$ cat config.mk
export PLATFORM = sky130hd
export DESIGN_NAME = mmd_decoder
export DESIGN_NICKNAME = d
export VERILOG_FILES = /design/src/mmd_pkg.sv /design/src/mmd_decoder.sv
export SDC_FILE = /design/constraint.sdc
export NUM_CORES = 1
export LEC_CHECK = 0
export BUFFER_PORTS_ARGS = -buffer_cell sky130_fd_sc_hd__buf_2
export CAP_MARGIN = 20
export CORE_MARGIN = 5
export CORE_UTILIZATION = 43
export DETAILED_ROUTE_END_ITERATION = 12
export PLACE_DENSITY = 0.86
export SLEW_MARGIN = 20
export SYNTH_ARGS = -nofsm -noshare
export SYNTH_HDL_FRONTEND = slang
export SYNTH_SLANG_ARGS = --single-unit
$ cat constraint.sdc
create_clock -name ref_clk_i -period 1.3 [get_ports ref_clk_i]
set_input_delay 0.065 -clock ref_clk_i [delete_from_list [all_inputs] [get_ports ref_clk_i]]
set_output_delay 0.065 -clock ref_clk_i [all_outputs]
set_load 0.005 [all_outputs]
$ cat src/mmd_pkg.sv
// package: memory map constants and types for the address decoder
package mmd_pkg;
  localparam int ADDR_W = 13;
  localparam int DATA_W = 8;
  // map boundaries
  localparam logic [12:0] IO_LO = 13'h0000;
  localparam logic [12:0] IO_HI = 13'h003f;
  localparam logic [12:0] OPT_HI = 13'h000f;
  localparam logic [12:0] RAM_LO = 13'h0050;
  localparam logic [12:0] RAM_HI = 13'h00ff;
  localparam logic [12:0] STK_LO = 13'h00c0;
  localparam logic [12:0] STK_HI = 13'h00ff;
  localparam logic [12:0] ROM_LO = 13'h0700;
  localparam logic [12:0] ROM_HI = 13'h1eff;
  localparam logic [12:0] TROM_LO = 13'h1f00;
  localparam logic [12:0] TROM_HI = 13'h1fef;
  localparam logic [12:0] VEC_LO = 13'h1ff0;
  localparam logic [12:0] VEC_HI = 13'h1fff;
  localparam int RAM_BYTES = 176;
  localparam int ROM_BYTES = 6144;
  localparam int VEC_BYTES = 16;
  // miscellaneous register and select bit
  localparam logic [12:0] MISC_ADDR = 13'h003e;
  localparam int OPT_SEL_BIT = 1;
  localparam logic OPT_SEL_RST = 1'b0;
  // value driven for unimplemented bits
  localparam logic [7:0] UNIMP_RD = 8'h00;
  localparam logic [7:0] RSVD_RD = 8'h00;
  localparam logic [7:0] ZERO_BYTE = 8'h00;

  typedef enum logic [2:0] {
    MMD_RG_NONE = 3'b000,
    MMD_RG_MAIN = 3'b001,
    MMD_RG_OPT = 3'b010,
    MMD_RG_RAM = 3'b011,
    MMD_RG_ROM = 3'b100,
    MMD_RG_TROM = 3'b101,
    MMD_RG_VEC = 3'b110
  } mmd_region_e;

  typedef struct packed {
    logic [12:0] addr;
    logic rd;
    logic wr;
    logic [7:0] wdata;
  } mmd_req_s;

  typedef struct packed {
    mmd_region_e region;
    logic [5:0] reg_idx;
    logic [7:0] ram_idx;
    logic [12:0] rom_idx;
    logic stack_hit;
    logic rd;
    logic wr;
  } mmd_sel_s;
endpackage : mmd_pkg

$ cat src/mmd_decoder.sv
// module: 8-K memory map decoder with option map switching
`timescale 1ns/10ps
// --------------------------------------------------------------
// --------------------------------------------------------------
module mmd_decoder (
  // clock and reset
  input wire logic ref_clk_i,
  input wire logic reset_n_i,
  // cpu bus
  input wire mmd_pkg::mmd_req_s req_i,
  input wire logic [7:0] per_rdata_i,
  input wire logic [7:0] mem_rdata_i,
  // decoded selects and read data
  output mmd_pkg::mmd_sel_s sel_o,
  output logic [7:0] rdata_o,
  output logic opt_sel_o
);
  // ------------------------------------------------------------
  // state
  // ------------------------------------------------------------
  typedef struct packed {
    mmd_pkg::mmd_sel_s sel;
    logic [7:0] rdata;
    logic opt_sel;
  } mmd_state_s;

  mmd_state_s st_r;
  mmd_state_s st_nxt;

  function automatic logic in_rng(input logic [12:0] a,
                                  input logic [12:0] lo,
                                  input logic [12:0] hi);
    in_rng = (a >= lo) && (a <= hi);
  endfunction : in_rng

  logic [12:0] a;
  logic is_misc;
  logic is_low;
  assign a = req_i.addr;
  assign is_misc = (a == mmd_pkg::MISC_ADDR);
  assign is_low = in_rng(a, mmd_pkg::IO_LO, mmd_pkg::OPT_HI);

  // written select bit, sampled by the checks below
  logic wr_sel_bit;
  assign wr_sel_bit = req_i.wdata[mmd_pkg::OPT_SEL_BIT];

  // ------------------------------------------------------------
  // decode
  // ------------------------------------------------------------
  always_comb begin
    st_nxt = st_r;
    st_nxt.sel.rd = req_i.rd;
    st_nxt.sel.wr = req_i.wr;
    st_nxt.sel.reg_idx = 6'h00;
    st_nxt.sel.ram_idx = 8'h00;
    st_nxt.sel.rom_idx = 13'h0000;
    st_nxt.sel.stack_hit = 1'b0;
    st_nxt.sel.region = mmd_pkg::MMD_RG_NONE;
    st_nxt.rdata = mmd_pkg::UNIMP_RD;
    if (is_low && st_r.opt_sel) begin
      st_nxt.sel.region = mmd_pkg::MMD_RG_OPT;
      st_nxt.sel.reg_idx = a[5:0];
      st_nxt.rdata = per_rdata_i;
    end else if (in_rng(a, mmd_pkg::IO_LO, mmd_pkg::IO_HI)) begin
      st_nxt.sel.region = mmd_pkg::MMD_RG_MAIN;
      st_nxt.sel.reg_idx = a[5:0];
      if (is_misc) begin
        // only the select bit exists; others read zero
        st_nxt.rdata = mmd_pkg::RSVD_RD;
        st_nxt.rdata[mmd_pkg::OPT_SEL_BIT] = st_r.opt_sel;
      end else begin
        st_nxt.rdata = per_rdata_i;
      end
    end else if (in_rng(a, mmd_pkg::RAM_LO, mmd_pkg::RAM_HI)) begin
      st_nxt.sel.region = mmd_pkg::MMD_RG_RAM;
      st_nxt.sel.ram_idx = 8'(a[7:0] - mmd_pkg::RAM_LO[7:0]);
      st_nxt.sel.stack_hit =
        in_rng(a, mmd_pkg::STK_LO, mmd_pkg::STK_HI);
      st_nxt.rdata = mem_rdata_i;
    end else if (in_rng(a, mmd_pkg::ROM_LO, mmd_pkg::ROM_HI)) begin
      st_nxt.sel.region = mmd_pkg::MMD_RG_ROM;
      st_nxt.sel.rom_idx = 13'(a - mmd_pkg::ROM_LO);
      st_nxt.rdata = mem_rdata_i;
    end else if (in_rng(a, mmd_pkg::TROM_LO, mmd_pkg::TROM_HI)) begin
      st_nxt.sel.region = mmd_pkg::MMD_RG_TROM;
      st_nxt.sel.rom_idx = 13'(a - mmd_pkg::TROM_LO);
      st_nxt.rdata = mem_rdata_i;
    end else if (in_rng(a, mmd_pkg::VEC_LO, mmd_pkg::VEC_HI)) begin
      st_nxt.sel.region = mmd_pkg::MMD_RG_VEC;
      st_nxt.sel.rom_idx = 13'(a - mmd_pkg::VEC_LO);
      st_nxt.rdata = mem_rdata_i;
    end
    if (!req_i.rd) begin
      st_nxt.rdata = mmd_pkg::ZERO_BYTE;
    end
    // select bit written in main map; other misc bits dropped
    if (req_i.wr && is_misc) begin
      st_nxt.opt_sel = req_i.wdata[mmd_pkg::OPT_SEL_BIT];
    end
  end

  always_ff @(posedge ref_clk_i or negedge reset_n_i) begin
    if (!reset_n_i) begin
      st_r <= '0;
      st_r.opt_sel <= mmd_pkg::OPT_SEL_RST;
    end else begin
      st_r <= st_nxt;
    end
  end

  assign sel_o = st_r.sel;
  assign rdata_o = st_r.rdata;
  assign opt_sel_o = st_r.opt_sel;

  // ------------------------------------------------------------
  // checks
  // ------------------------------------------------------------
  a_opt_low_hit: assert property (@(posedge ref_clk_i)
    disable iff (!reset_n_i)
    (st_r.opt_sel && a <= 13'h000f) |=>
      sel_o.region == mmd_pkg::MMD_RG_OPT)
    else $error("low access missed option map");
  a_main_low_hit: assert property (@(posedge ref_clk_i)
    disable iff (!reset_n_i)
    (reset_n_i && !st_r.opt_sel && a <= 13'h000f) |=>
      sel_o.region == mmd_pkg::MMD_RG_MAIN)
    else $error("low access missed main map");
  a_io_upper: assert property (@(posedge ref_clk_i)
    disable iff (!reset_n_i)
    (a >= 13'h0010 && a <= 13'h003f) |=>
      sel_o.region == mmd_pkg::MMD_RG_MAIN)
    else $error("io window misdecoded");
  a_ram_range: assert property (@(posedge ref_clk_i)
    disable iff (!reset_n_i)
    (a >= 13'h0050 && a <= 13'h00ff) |=>
      (sel_o.region == mmd_pkg::MMD_RG_RAM &&
       sel_o.ram_idx == 8'($past(a) - 13'h0050)))
    else $error("ram misdecoded");
  a_stack_span: assert property (@(posedge ref_clk_i)
    disable iff (!reset_n_i)
    sel_o.stack_hit == (sel_o.region == mmd_pkg::MMD_RG_RAM &&
                        sel_o.ram_idx >= 8'h70))
    else $error("stack flag wrong");
  a_rom_range: assert property (@(posedge ref_clk_i)
    disable iff (!reset_n_i)
    (a >= 13'h0700 && a <= 13'h1eff) |=>
      sel_o.region == mmd_pkg::MMD_RG_ROM)
    else $error("user rom misdecoded");
  a_vec_range: assert property (@(posedge ref_clk_i)
    disable iff (!reset_n_i)
    (a >= 13'h1ff0) |=> sel_o.region == mmd_pkg::MMD_RG_VEC)
    else $error("vectors misdecoded");
  a_gap_reads: assert property (@(posedge ref_clk_i)
    disable iff (!reset_n_i)
    (req_i.rd && a >= 13'h0040 && a <= 13'h004f) |=>
      (rdata_o == 8'h00 && sel_o.region == mmd_pkg::MMD_RG_NONE))
    else $error("gap read not zero");
  a_misc_rsvd: assert property (@(posedge ref_clk_i)
    disable iff (!reset_n_i)
    (req_i.rd && a == 13'h003e) |=> (rdata_o & 8'hfd) == 8'h00)
    else $error("reserved misc bits nonzero");
  a_sel_write: assert property (@(posedge ref_clk_i)
    disable iff (!reset_n_i)
    (req_i.wr && a == 13'h003e) |=>
      opt_sel_o == $past(wr_sel_bit))
    else $error("select bit not written");
  a_sel_hold: assert property (@(posedge ref_clk_i)
    disable iff (!reset_n_i)
    !(req_i.wr && a == 13'h003e) |=> $stable(opt_sel_o))
    else $error("select bit changed by itself");

  // ------------------------------------------------------------
  // reset checks
  // ------------------------------------------------------------
  a_rst_outputs: assert property (@(posedge ref_clk_i)
    (!reset_n_i) [*2] |-> (sel_o == '0 && rdata_o == 8'h00))
    else $error("outputs not cleared in reset");

  a_rst_clear: assert property (@(posedge ref_clk_i)
    (!reset_n_i) [*2] |-> !opt_sel_o)
    else $error("select bit not cleared in reset");

  // ------------------------------------------------------------
  // region and offset checks
  // ------------------------------------------------------------
  a_reg_index: assert property (@(posedge ref_clk_i)
    disable iff (!reset_n_i)
    (reset_n_i && a <= 13'h003f) |=> sel_o.reg_idx == 6'($past(a)))
    else $error("register index wrong");

  a_hole_none: assert property (@(posedge ref_clk_i)
    disable iff (!reset_n_i)
    (reset_n_i && a >= 13'h0100 && a <= 13'h06ff) |=>
      (sel_o.region == mmd_pkg::MMD_RG_NONE && rdata_o == 8'h00))
    else $error("unmapped hole decoded");

  a_trom_range: assert property (@(posedge ref_clk_i)
    disable iff (!reset_n_i)
    (reset_n_i && a >= 13'h1f00 && a <= 13'h1fef) |=>
      sel_o.region == mmd_pkg::MMD_RG_TROM)
    else $error("test rom misdecoded");

  a_rom_offset: assert property (@(posedge ref_clk_i)
    disable iff (!reset_n_i)
    (reset_n_i && a >= 13'h0700 && a <= 13'h1eff) |=>
      sel_o.rom_idx == 13'($past(a) - 13'h0700))
    else $error("user rom offset wrong");

  a_trom_offset: assert property (@(posedge ref_clk_i)
    disable iff (!reset_n_i)
    (reset_n_i && a >= 13'h1f00 && a <= 13'h1fef) |=>
      sel_o.rom_idx == 13'($past(a) - 13'h1f00))
    else $error("test rom offset wrong");

  a_vec_offset: assert property (@(posedge ref_clk_i)
    disable iff (!reset_n_i)
    (reset_n_i && a >= 13'h1ff0) |=>
      sel_o.rom_idx == 13'($past(a) - 13'h1ff0))
    else $error("vector offset wrong");

  a_rom_idle: assert property (@(posedge ref_clk_i)
    disable iff (!reset_n_i)
    (reset_n_i && a < 13'h0700) |=>
      sel_o.rom_idx == 13'h0000)
    else $error("rom offset outside rom");

  a_ram_idle: assert property (@(posedge ref_clk_i)
    disable iff (!reset_n_i)
    (reset_n_i && (a < 13'h0050 || a > 13'h00ff)) |=>
      (sel_o.ram_idx == 8'h00 && !sel_o.stack_hit))
    else $error("ram select outside ram");

  a_stack_top: assert property (@(posedge ref_clk_i)
    disable iff (!reset_n_i)
    (reset_n_i && a >= 13'h00c0 && a <= 13'h00ff) |=>
      sel_o.stack_hit)
    else $error("stack area missed");

  // ------------------------------------------------------------
  // read data and strobe copy checks
  // ------------------------------------------------------------
  a_idle_rdata: assert property (@(posedge ref_clk_i)
    disable iff (!reset_n_i)
    (reset_n_i && !req_i.rd) |=> rdata_o == 8'h00)
    else $error("read data without a read");

  a_opt_rdata: assert property (@(posedge ref_clk_i)
    disable iff (!reset_n_i)
    (reset_n_i && req_i.rd && st_r.opt_sel && a <= 13'h000f) |=>
      rdata_o == $past(per_rdata_i))
    else $error("option map read data wrong");

  a_ram_rdata: assert property (@(posedge ref_clk_i)
    disable iff (!reset_n_i)
    (reset_n_i && req_i.rd && a >= 13'h0050 && a <= 13'h00ff) |=>
      rdata_o == $past(mem_rdata_i))
    else $error("ram read data wrong");

  a_rom_rdata: assert property (@(posedge ref_clk_i)
    disable iff (!reset_n_i)
    (reset_n_i && req_i.rd && a >= 13'h0700) |=>
      rdata_o == $past(mem_rdata_i))
    else $error("rom read data wrong");

  a_main_rdata: assert property (@(posedge ref_clk_i)
    disable iff (!reset_n_i)
    (reset_n_i && req_i.rd && a <= 13'h003f && a != 13'h003e &&
     (a >= 13'h0010 || !st_r.opt_sel)) |=>
      rdata_o == $past(per_rdata_i))
    else $error("main map read data wrong");

  a_rw_copy: assert property (@(posedge ref_clk_i)
    disable iff (!reset_n_i)
    reset_n_i |=>
      (sel_o.rd == $past(req_i.rd) && sel_o.wr == $past(req_i.wr)))
    else $error("strobe copies wrong");

  // ------------------------------------------------------------
  // select bit checks
  // ------------------------------------------------------------
  a_misc_sel_rd: assert property (@(posedge ref_clk_i)
    disable iff (!reset_n_i)
    (reset_n_i && req_i.rd && a == 13'h003e) |=>
      rdata_o[1] == $past(opt_sel_o))
    else $error("select bit read back wrong");

  // every misc bit but the select bit reads as a forced zero
  for (genvar gb = 0; gb < 8; gb++) begin : g_misc_bit
    if (gb != mmd_pkg::OPT_SEL_BIT) begin : g_forced
      a_misc_forced: assert property (@(posedge ref_clk_i)
        disable iff (!reset_n_i)
        (reset_n_i && req_i.rd && a == 13'h003e) |=> !rdata_o[gb])
        else $error("forced zero misc bit reads one");
    end
  end
endmodule : mmd_decoder

==> out/qor.txt <==
IO buf count: 75
most used cell, CP: buf_6
vias per std cell: 5.57
Mapped Cells: 186
WHS Endpoint: rdata_o[4]
largest net degree at the start of global routing: 25
clock root cell: clkbuf_8
Lkg Pwr: 1.78 nW
max-slew violation count: 0
Data arrival, critical path: 1.99 ns
HP Class: in -> reg
Final ANT Viol Nets: 0
Starting Density: 45.0%
CP peak stage delay: 0.50 ns
clock skew: 0.0115 ns
Post-Syn Area per Cell: 10.7 sq um
layout cells sized above 1: 60.7%
# diodes: 0
# rows: 24
Pre-Repair DR Iteration Count: 4
vias in the first global route: 2,230
run status: complete, but fails checks
worst setup margin: -0.512 ns
drt drc: 0
hold path start: mem_rdata_i[4]
I/O Pins: 83
Yosys warning total: 0
Final Cycle Share: 139%
Post-Place Setup Slack: -0.822 ns
Tmin final: 1.81 ns
hpwl dp: 4570 um
CTS clk-pin slew, worst paths: 0.09 ns
GR Util All Layers: 23.7%
crit-path cells: buf_6 -> buf_6 -> inv_8 -> ha_4 -> or4b_4 -> nor4_4 -> buf_4 -> mux2i_1 -> nor2b_1 -> o311a_1
Die X: 77.9 um
pwr dens: 814 mW/mm^2
crit start category: input pin
WL final: 7770 um
core area: 0.00441 sq mm
first-pass GRT wire length: 11,200 um
routed vias: 2,188
Max-slew headroom: 69.6%
Highest Clock Rate: 0.552 GHz
CP startpoint: req_i[19]
failing checks: setup timing
R2R cell count: 4
Area Growth Syn to Fin: 74.7%
leading cell types in the layout, fill and taps excluded: buf_2, buf_4, dfrtp_1, nor2_2, buf_6
synthesized cell area: 0.00198 sq mm
Crit path required time: 1.48 ns
Post-synth EDFFs: 0
CTS Buffer Depth: 2
Final Core Density: 78.5%
Die H: 77.9 um
fin nets: 391
RSZ-0062 raised after global routing: yes
Hold Fails Final Rpt: 0
CTS Buf Count: 5
most common cell after layout, fill and taps aside: buf_2
GRT Residual Overflow: 0
sequential area share after synthesis: 53.0%
RD Place Congestion: 0.903
Worst Path Class, Setup: in -> reg
worst hold slack: 0.00568 ns
# Max-Cap Violations: 0
hold path depth: 2
worst vdd ir: 456 uV
Slew @ Worst Pin: 0.457 ns
setup violators final: 39
htree depth: 2
die area: 0.00607 sq mm
Slowest-stage cell, CP: or4b_4
R2R Setup Slk: -0.07 ns
Net Count, Synth: 236
WL/cell: 19.8 um
CTS tree: yes
main flop type after synthesis: dfrtp_1
Async S/R FF share, synth: 100%
clock sink total: 42
initial antenna violation count: 0
1st-iter DRT viols: 153
maximum fanout along the worst path: 3
Setup crit end kind: flop
FF+latch count, synth: 42
Unique masters post-synth: 46
FF-to-FF End: sel_o[31]
worst skew pair latency: 0.30 ns
worst r2r src: opt_sel_o
[worst max path at each step]
stage / to / slack (ns)
floorplan: rdata_o[1] / -0.61
global placement: rdata_o[1] / -0.80
detailed placement: rdata_o[7] / -0.82
CTS: rdata_o[1] / -0.40
global route: rdata_o[1] / -0.55
finish: rdata_o[1] / -0.51
[registers in the layout (all words and copies together) (netlist names)]
register and flops:
opt_sel_o 1, rdata_o 8, sel_o 33
[metal layers]
layer | share of wire (%) | GRT usage, %
met1 | 35 | 26.2
met2 | 54 | 44.7
met3 | 6.8 | 4.75
met4 | 4.4 | 7.94
met5 | 0 | 0
[report_power, final]
part / total [W] / internal [W] / switching (W)
combinational: 0.000620 / 0.000316 / 0.000304
sequential: 0.00138 / 0.00136 / 0.0000172
clock: 0.000823 / 0.000361 / 0.000462
total: 0.00282 / 0.00204 / 0.000783
[cell usage after synthesis, types with 2 or more instances]
master | number | area share (%)
xnor2_1 | 2 | 0.88
nand3_1 | 2 | 0.50
o21ai_0 | 2 | 0.50
dfrtp_1 | 42 | 53
nor2b_1 | 2 | 0.63
clkbuf_1 | 5 | 0.95
a22oi_1 | 2 | 0.76
inv_1 | 9 | 1.7
and2_1 | 4 | 1.3
nor3_1 | 5 | 1.3
a22o_1 | 9 | 4.0
nor2_1 | 28 | 5.3
a21oi_1 | 10 | 2.5
nand4_1 | 6 | 1.9
ha_1 | 9 | 5.7
mux2i_1 | 2 | 1.0
o21a_1 | 2 | 0.76
or2_2 | 3 | 0.95
nand2_1 | 10 | 1.9
and3_1 | 3 | 0.95
xor2_1 | 3 | 1.3
nand2b_1 | 2 | 0.63
[worst max-delay path, delay by kind of cell]
| kind | cells | cell delay, ns |
|---|---|---|
| adder cells (fa/ha/maj) | 1 | 0.12 |
| AO/OA/AOI/OAI | 1 | 0.34 |
| buffers and inverters | 4 | 0.43 |
| AND/OR/NAND/NOR | 3 | 0.81 |
| multiplexers | 1 | 0.21 |
[per-stage QoR]
step / TNS [ns] / power (W) / cells / area (sq um)
6_report: -11.21 / 0.00282 / 393 / 3470
5_1_grt: -12.82 / 0.00295 / 393 / 3470
4_1_cts: -8.87 / 0.00276 / 392 / 3370
3_5_place_dp: -25.32 / 0.00189 / 366 / 2970
3_3_place_gp: -24.20 / 0.00188 / 366 / 2970
2_1_floorplan: -11.19 / 0.00159 / 186 / 2130
[repair_timing]
action / in CTS / in global routing
setup endpoints to repair: 40 / 40
hold endpoints to repair: 26 / 0
setup buffers: 10 / 5
hold buffers: 11 / 0
pin swaps: 16 / 12
gates resized for setup: 40 / 31
[area by class of cell]
cell class / count / area [sq um]
timing repair buffer: 154 / 1100
clock buffer: 5 / 68.8
multi-input combinational: 129 / 1130
clock inverter: 2 / 10.0
tap: 52 / 65.1
inverter: 9 / 48.8
fill: 258 / 948
sequential: 42 / 1050
[logic make-up after synthesis]
family          Yosys count  synth area share [%]
mux                       3                  1.58
buf+inv                  15                  3.22
compound gates           38                  15.4
simple gates             74                  18.9
fa+ha+maj                 9                  5.67
xor+xnor                  5                  2.21
flops                    42                  53.0
No activity file was read; power rests on OpenSTA's default activity.
